--- config.mk ---
export PLATFORM = sky130hd
export DESIGN_NAME = tmcmp_timer
export DESIGN_NICKNAME = d
export VERILOG_FILES = /design/src/pkg/tmcmp_pkg.sv /design/src/verilog/tmcmp_timer.sv /design/src/verilog/tmcmp_prescale.sv /design/src/verilog/tmcmp_pin_mux.sv
export SDC_FILE = /design/constraint.sdc
export NUM_CORES = 1
export LEC_CHECK = 0
export BUFFER_PORTS_ARGS = -buffer_cell sky130_fd_sc_hd__buf_2
export CAP_MARGIN = 25
export CORE_MARGIN = 2
export CORE_UTILIZATION = 50
export CTS_BUF_LIST = sky130_fd_sc_hd__clkbuf_2 sky130_fd_sc_hd__clkbuf_4 sky130_fd_sc_hd__clkbuf_8
export DETAILED_ROUTE_END_ITERATION = 10
export MAX_ROUTING_LAYER = met4
export PLACE_DENSITY = 0.76
export SLEW_MARGIN = 20
export SYNTH_ARGS = -nofsm -noshare
export SYNTH_HDL_FRONTEND = slang
export SYNTH_SLANG_ARGS = --single-unit
--- constraint.sdc ---
create_clock -name clk -period 2.6 [get_ports clk]
set_input_delay 0.39 -clock clk [delete_from_list [all_inputs] [get_ports clk]]
set_output_delay 0.39 -clock clk [all_outputs]
set_load 0.02 [all_outputs]
--- src/pkg/tmcmp_pkg.sv ---
// Package for the 8-bit timer slice: constants, modes and carriers.
// Assumes a single 20 MHz clock domain; no register bus, plain ports.
package tmcmp_pkg;

  localparam int CNT_W = 8;
  localparam logic [7:0] CNT_BOTTOM = 8'h00;
  localparam logic [7:0] CNT_MAX = 8'hFF;
  localparam logic [7:0] CNT_ONE = 8'h01;
  localparam logic OUT_RESET = 1'b0;

  // Waveform mode codes handled here
  localparam logic [2:0] WAVE_NORMAL = 3'h0;
  localparam logic [2:0] WAVE_CLEAR_ON_MATCH = 3'h2;

  // Compare output mode codes in non-PWM modes
  localparam logic [1:0] COM_NONE = 2'h0;
  localparam logic [1:0] COM_TOGGLE = 2'h1;
  localparam logic [1:0] COM_CLEAR = 2'h2;
  localparam logic [1:0] COM_SET = 2'h3;

  // Timer clock select codes
  localparam logic [2:0] CLK_STOP = 3'h0;
  localparam logic [2:0] CLK_DIV1 = 3'h1;
  localparam logic [2:0] CLK_DIV8 = 3'h2;
  localparam logic [2:0] CLK_DIV64 = 3'h3;
  localparam logic [2:0] CLK_DIV256 = 3'h4;
  localparam logic [2:0] CLK_DIV1024 = 3'h5;

  // Prescaler terminal counts (divide minus one)
  localparam int PRE_W = 10;
  localparam logic [9:0] PRE_DIV8_TC = 10'h007;
  localparam logic [9:0] PRE_DIV64_TC = 10'h03F;
  localparam logic [9:0] PRE_DIV256_TC = 10'h0FF;
  localparam logic [9:0] PRE_DIV1024_TC = 10'h3FF;

  typedef struct packed {
    logic [2:0] waveform_mode_select;
    logic [2:0] timer_clock_select;
    logic [1:0] compare_output_mode_a;
    logic [1:0] compare_output_mode_b;
  } tmcmp_cfg_t;

  typedef struct packed {
    logic overflow_flag;
    logic compare_flag_a;
    logic compare_flag_b;
  } tmcmp_flags_t;

  // Apply a non-PWM compare output action to a state bit
  function automatic logic tmcmp_action(input logic [1:0] mode,
                                        input logic cur);
    logic r;
    r = cur;
    case (mode)
      COM_TOGGLE: r = ~cur;
      COM_CLEAR: r = 1'b0;
      COM_SET: r = 1'b1;
      default: r = cur;
    endcase
    return r;
  endfunction

  function automatic logic tmcmp_is_non_pwm(input logic [2:0] wgm);
    return (wgm == WAVE_NORMAL) || (wgm == WAVE_CLEAR_ON_MATCH);
  endfunction

endpackage

--- src/verilog/tmcmp_timer.sv ---
// 8-bit timer slice: counter, two compare units, output mux.
// Normal and clear-on-match modes only; PWM codes stop counting.
// Assumes all inputs synchronous to clk; strobes one cycle wide.
`timescale 1ns/10ps
`default_nettype none
module tmcmp_timer
  import tmcmp_pkg::*;
(
  // Clock, reset, enable
  input wire logic clk,
  input wire logic rst,
  input wire logic ce,
  // Configuration
  input wire tmcmp_cfg_t cfg,
  input wire logic [7:0] compare_value_a,
  input wire logic [7:0] compare_value_b,
  // Counter write
  input wire logic count_write,
  input wire logic [7:0] count_write_data,
  // Force strobes
  input wire logic force_compare_a,
  input wire logic force_compare_b,
  // Flag clears: interrupt acknowledge or write-one
  input wire tmcmp_flags_t flag_clear,
  // Port side
  input wire logic port_data_a,
  input wire logic port_data_b,
  input wire logic compare_pin_direction_bit_a,
  input wire logic compare_pin_direction_bit_b,
  // Status
  output logic [7:0] count_value,
  output tmcmp_flags_t flags,
  output logic compare_output_state_a,
  output logic compare_output_state_b,
  // Pins
  output logic pin_a,
  output logic pin_a_oe_n,
  output logic pin_b,
  output logic pin_b_oe_n
);

  typedef struct packed {
    logic [7:0] count;
    tmcmp_flags_t flags;
    logic oc_a;
    logic oc_b;
    logic match_a_pend;
    logic match_b_pend;
    logic block_match;
    logic pin_a;
    logic pin_a_oe_n;
    logic pin_b;
    logic pin_b_oe_n;
  } tmcmp_state_t;

  tmcmp_state_t st_reg;
  tmcmp_state_t st_next;
  logic tick;
  logic mux_a;
  logic mux_a_oe_n;
  logic mux_b;
  logic mux_b_oe_n;
  logic match_a;
  logic match_b;
  logic non_pwm;

  // ****************************************
  // Timer clock enable
  // ****************************************
  tmcmp_prescale u_prescale (
    .clk(clk),
    .rst(rst),
    .ce(ce),
    .timer_clock_select(cfg.timer_clock_select),
    .timer_clock_enable(tick)
  );

  // ****************************************
  // Pin override, from next register values
  // ****************************************
  tmcmp_pin_mux u_mux_a (
    .compare_output_mode(cfg.compare_output_mode_a),
    .compare_output_state(st_next.oc_a),
    .port_data(port_data_a),
    .compare_pin_direction_bit(compare_pin_direction_bit_a),
    .pin_value(mux_a),
    .pin_oe_n(mux_a_oe_n)
  );

  tmcmp_pin_mux u_mux_b (
    .compare_output_mode(cfg.compare_output_mode_b),
    .compare_output_state(st_next.oc_b),
    .port_data(port_data_b),
    .compare_pin_direction_bit(compare_pin_direction_bit_b),
    .pin_value(mux_b),
    .pin_oe_n(mux_b_oe_n)
  );

  always_comb begin
    st_next = st_reg;
    non_pwm = tmcmp_is_non_pwm(cfg.waveform_mode_select);
    // write blocks matches
    // PWM codes are refused here, so they raise no match at all
    match_a = non_pwm && (st_reg.count == compare_value_a) &&
              !st_reg.block_match;
    match_b = non_pwm && (st_reg.count == compare_value_b) &&
              !st_reg.block_match;

    // ****************************************
    // Counter
    // ****************************************
    if (tick) begin
      st_next.block_match = 1'b0;
      st_next.match_a_pend = match_a;
      st_next.match_b_pend = match_b;
      if (cfg.waveform_mode_select == WAVE_CLEAR_ON_MATCH && match_a) begin
        st_next.count = CNT_BOTTOM;
      end else if (non_pwm) begin
        st_next.count = st_reg.count + CNT_ONE;
        // max to zero
        // A write replaces the wrap, so no overflow then
        if (st_reg.count == CNT_MAX && !count_write) begin
          st_next.flags.overflow_flag = 1'b1;
        end
      end
      // Waveform output actions
      // action at match
      if (non_pwm && match_a) begin
        st_next.oc_a = tmcmp_action(cfg.compare_output_mode_a, st_reg.oc_a);
      end
      if (non_pwm && match_b) begin
        st_next.oc_b = tmcmp_action(cfg.compare_output_mode_b, st_reg.oc_b);
      end
      if (st_reg.match_a_pend) begin
        st_next.flags.compare_flag_a = 1'b1;
      end
      if (st_reg.match_b_pend) begin
        st_next.flags.compare_flag_b = 1'b1;
      end
    end

    if (count_write) begin
      st_next.count = count_write_data;
      st_next.block_match = 1'b1;
    end

    // ****************************************
    // Force compare
    // ****************************************
    // immediate action
    if (non_pwm && force_compare_a) begin
      st_next.oc_a = tmcmp_action(cfg.compare_output_mode_a, st_reg.oc_a);
    end
    if (non_pwm && force_compare_b) begin
      st_next.oc_b = tmcmp_action(cfg.compare_output_mode_b, st_reg.oc_b);
    end

    // ****************************************
    // Flag clears
    // ****************************************
    // acknowledge clears
    // Set wins over clear in the same cycle
    if (flag_clear.overflow_flag && !(tick && non_pwm && !count_write &&
        st_reg.count == CNT_MAX && !(cfg.waveform_mode_select ==
        WAVE_CLEAR_ON_MATCH && match_a))) begin
      st_next.flags.overflow_flag = 1'b0;
    end
    if (flag_clear.compare_flag_a && !(tick && st_reg.match_a_pend)) begin
      st_next.flags.compare_flag_a = 1'b0;
    end
    if (flag_clear.compare_flag_b && !(tick && st_reg.match_b_pend)) begin
      st_next.flags.compare_flag_b = 1'b0;
    end

    st_next.pin_a = mux_a;
    st_next.pin_a_oe_n = mux_a_oe_n;
    st_next.pin_b = mux_b;
    st_next.pin_b_oe_n = mux_b_oe_n;
  end

  always_ff @(posedge clk or posedge rst) begin
    if (rst) begin
      st_reg <= '0;
      st_reg.oc_a <= OUT_RESET;
      st_reg.oc_b <= OUT_RESET;
      st_reg.pin_a_oe_n <= 1'b1;
      st_reg.pin_b_oe_n <= 1'b1;
    end else if (ce) begin
      st_reg <= st_next;
    end
  end

  assign count_value = st_reg.count;
  assign flags = st_reg.flags;
  assign compare_output_state_a = st_reg.oc_a;
  assign compare_output_state_b = st_reg.oc_b;
  assign pin_a = st_reg.pin_a;
  assign pin_a_oe_n = st_reg.pin_a_oe_n;
  assign pin_b = st_reg.pin_b;
  assign pin_b_oe_n = st_reg.pin_b_oe_n;

endmodule
`default_nettype wire

--- src/verilog/tmcmp_prescale.sv ---
// Timer clock enable generator from the I/O clock.
// Assumes clock_select is stable or changes on a clean edge.
`timescale 1ns/10ps
`default_nettype none
module tmcmp_prescale
  import tmcmp_pkg::*;
(
  // Clock and reset
  input wire logic clk,
  input wire logic rst,
  input wire logic ce,
  // Control
  input wire logic [2:0] timer_clock_select,
  // Enable out
  output logic timer_clock_enable
);

  typedef struct packed {
    logic [PRE_W-1:0] div;
  } tmcmp_pre_state_t;

  tmcmp_pre_state_t st_reg;
  tmcmp_pre_state_t st_next;
  logic [PRE_W-1:0] tc;

  always_comb begin
    st_next = st_reg;
    st_next.div = st_reg.div + PRE_W'(1);
    tc = PRE_DIV8_TC;
    timer_clock_enable = 1'b0;
    // ****************************************
    // Divider selection
    // ****************************************
    // selectable prescale
    case (timer_clock_select)
      CLK_DIV1: timer_clock_enable = 1'b1;
      CLK_DIV8: tc = PRE_DIV8_TC;
      CLK_DIV64: tc = PRE_DIV64_TC;
      CLK_DIV256: tc = PRE_DIV256_TC;
      CLK_DIV1024: tc = PRE_DIV1024_TC;
      default: tc = PRE_DIV8_TC;
    endcase
    if (timer_clock_select != CLK_DIV1 &&
        timer_clock_select != CLK_STOP &&
        timer_clock_select <= CLK_DIV1024) begin
      timer_clock_enable = ((st_reg.div & tc) == tc);
    end
  end

  always_ff @(posedge clk or posedge rst) begin
    if (rst) begin
      st_reg <= '0;
    end else if (ce) begin
      st_reg <= st_next;
    end
  end

endmodule
`default_nettype wire

--- src/verilog/tmcmp_pin_mux.sv ---
// Port pin mux: compare output state overrides the port data bit.
// Assumes the port direction register sits outside this block.
`timescale 1ns/10ps
`default_nettype none
module tmcmp_pin_mux
  import tmcmp_pkg::*;
(
  // Selection
  input wire logic [1:0] compare_output_mode,
  input wire logic compare_output_state,
  // Port side
  input wire logic port_data,
  input wire logic compare_pin_direction_bit,
  // Pin side
  output logic pin_value,
  output logic pin_oe_n
);

  always_comb begin
    pin_value = (compare_output_mode != COM_NONE) ?
                compare_output_state : port_data;
    pin_oe_n = ~compare_pin_direction_bit;
  end

endmodule
`default_nettype wire

==> results.md <==
- CTS max path bufs: 2
- WP data required: 2.78 ns
- GPL Wtd Cong: 0.8459
- Number of flip-flops in the largest register: 10
- Peak supply drop: 369.9 uV
- Initial antenna violation count: 0
- Final WS setup: 0.2064 ns
- Reg area: 753.2 sq um
- Global-route usage over all layers: 22.61%
- Minimum clock period: 2.394 ns
- Worst slack at placement: 0.2069 ns
- WP buf/inv: 0
- Overall routed net length: 4249 um
- Die Span Y: 65.78 um
- Max stage delay on crit path: 0.54 ns
- Worst setup SP type: register
- CTS tree: done
- Post-route non-filler standard cell count: 315
- Final Hold Viols: 0
- CTS sink cnt: 30
- CP Data Arrival Time: 2.57 ns
- Routed Antenna Nets: 0
- Area grow syn2layout: 20.33%
- Critical path's slowest cell: or4_4
- CTS clk-pin slew, worst paths: 0.07 ns
- Setup_tns: 0 ns
- Vias in the first global route: 1569
- Max cap viols: 0
- Mapped Area: 1908 sq um
- IO buf count: 63
- RSZ-0062 raised after global routing: no
- Initial cell density of the core: 52.12%
- Distinct cells, synth: 48
- Main flop type after synthesis: dfrtp_1
- Syn_area_per_cell: 9.000 sq um
- Hpwl dp: 3256 um
- Area of the multi-input gates: 1005 sq um
- Critical path's top delay family: simple AND/OR/NAND/NOR gates
- CP Max Fanout: 9
- EDFF count, synth: 0
- Die ar.: 4326 sq um
- Yosys reg bits: 30
- FP Rows: 22
- Critical Path Sink Type: register
- Cell with the most instances after synthesis: nand2_1
- Via density: 5.521
- Post-CTS resize count: 0
- Static Leak: 1.113 nW
- Clock latency on the worst-skew pair: 0.29 ns
- Antenna cells: 0
- WL/cell: 13.49 um
- Ranking of synthesized cells by area: dfrtp_1 37%, nand2_1 6.3%, xor2_1 6.0%
- Global-route wire length before repair: 7169 um
- Hold Path Class: in -> async
- Synth top cells by count: 32 x nand2_1, 28 x dfrtp_1, 13 x xor2_1
- Final nets: 315
- Status: finished, final reports clean
- # hold bufs at CTS: 0
- CTS root buf: clkbuf_8
- TritonCTS buffer count: 5
- Register area share after synthesis: 39.48%
- Setup bufs post-CTS: 0
- Core Area: 3661 sq um
- Via Count: 1739
- Total power: 1.431 mW
- Warnings, synthesis: 0
- Router iterations before antenna repair: 4
- Hold slack: 0.1635 ns
- Clk_skew: 0.008552 ns
- Cells after synthesis: 212
- Period utilisation layout: 92.06%
- Overall die width: 65.78 um
- Slew @ Worst Pin: 0.7600 ns
- Layout cell share with drive strength beyond 1: 32.58%
- Yosys top cell area share: 36.72%
- Top Ports: 64
- Worst-path cell chain: ha_1 > nand3_1 > or4_4 > o31ai_1 > and2_1 > o21ai_0 > a32o_2
- Endpoints failing setup: 0
- Htree depth: 2
- PwrDens: 623.4 nW/um^2
- Grt total ovfl: 0
- Syn_nets: 261
- Max frequency: 0.4178 GHz
- Crit Path Category: reg -> reg
- Largest net degree at the start of global routing: 31
- Placed Cells: 307
- Synth area leader: dfrtp_1
- Ys async rst share: 100.0%
- Layout fillers: 328
- Max_slew headroom: 48.90%
- Fin. max-slew vios: 0
- Iter 0 DRT Violations: 94
- DRC Markers: 0
-- cell type report --
type                    count  share of cell area [%]
multi-input cells         154                   43.76
flip-flops and latches     30                   32.81
repair buffers             69                   15.69
clock buffers               6                   3.597
well taps                  48                   2.616
inverters                   6                  0.9809
clock inverters             2                  0.5450
-- power breakdown --
| part | internal [mW] | total [mW] | switching [mW] |
|---|---|---|---|
| combinational | 0.179 | 0.377 | 0.198 |
| sequential | 0.555 | 0.660 | 0.105 |
| clock | 0.212 | 0.395 | 0.182 |
-- layer usage --
layer | global-route usage [%] | wire length [um]
met2 | 32.32 | 1964
met5 | - | 0
met4 | 8.594 | 64
met1 | 30.75 | 1968
met3 | 6.133 | 252
-- path summary, 6_finish.rpt --
| kind | start | endpoint | slack (ns) | cells after the start |
|---|---|---|---|---|
| min | rst | u_prescale.st_reg[3] | 0.16 | 3 |
| max | u_prescale.st_reg[0] | count_value[7] | 0.21 | 7 |
| max in group asynchronous | rst | pin_a_oe_n | 2.12 | 3 |
| min reg2reg | pin_a_oe_n | pin_a_oe_n | 0.47 | 2 |
| min in group clk | compare_pin_direction_bit_b | pin_b_oe_n | 0.23 | 2 |
| max reg2reg | u_prescale.st_reg[0] | count_value[7] | 0.21 | 7 |
-- worst reg2reg max path: stages, from the launching register on --
cell and delay, ns:
dfrtp_1 0.39, ha_1 0.22, nand3_1 0.10, or4_4 0.54, o31ai_1 0.21, and2_1 0.41
o21ai_0 0.15, a32o_2 0.28
-- cell families after synthesis --
logic type | Yosys count | synth area share (%)
AOI/OAI and AO/OA | 45 | 17.51
xor gates and xnor gates | 25 | 11.48
adders and majority gates | 2 | 1.311
buffers and inverters | 28 | 7.869
DFF | 30 | 39.48
muxes | 4 | 2.295
and+or+nand+nor | 78 | 20.07
-- per-stage QoR --
| stage | utilization (%) | instance area (sq um) |
|---|---|---|
| 2_1_floorplan | - | 1908 |
| 3_3_place_gp | 60.12 | 2201 |
| 3_5_place_dp | 60.12 | 2201 |
| 4_1_cts | 62.71 | 2296 |
| 5_1_grt | 62.71 | 2296 |
| 6_report | 62.71 | 2296 |
-- layout by cell type, fill, tap and decap left out, types with 7 or more instances in the layout --
master   count
dfrtp_1     28
buf_2       63
xnor2_1     12
nand3_1      7
nand2_1     32
o21ai_0     12
nor2_1      12
xor2_1      13
Note: power is estimated with default switching activity, not from simulation.
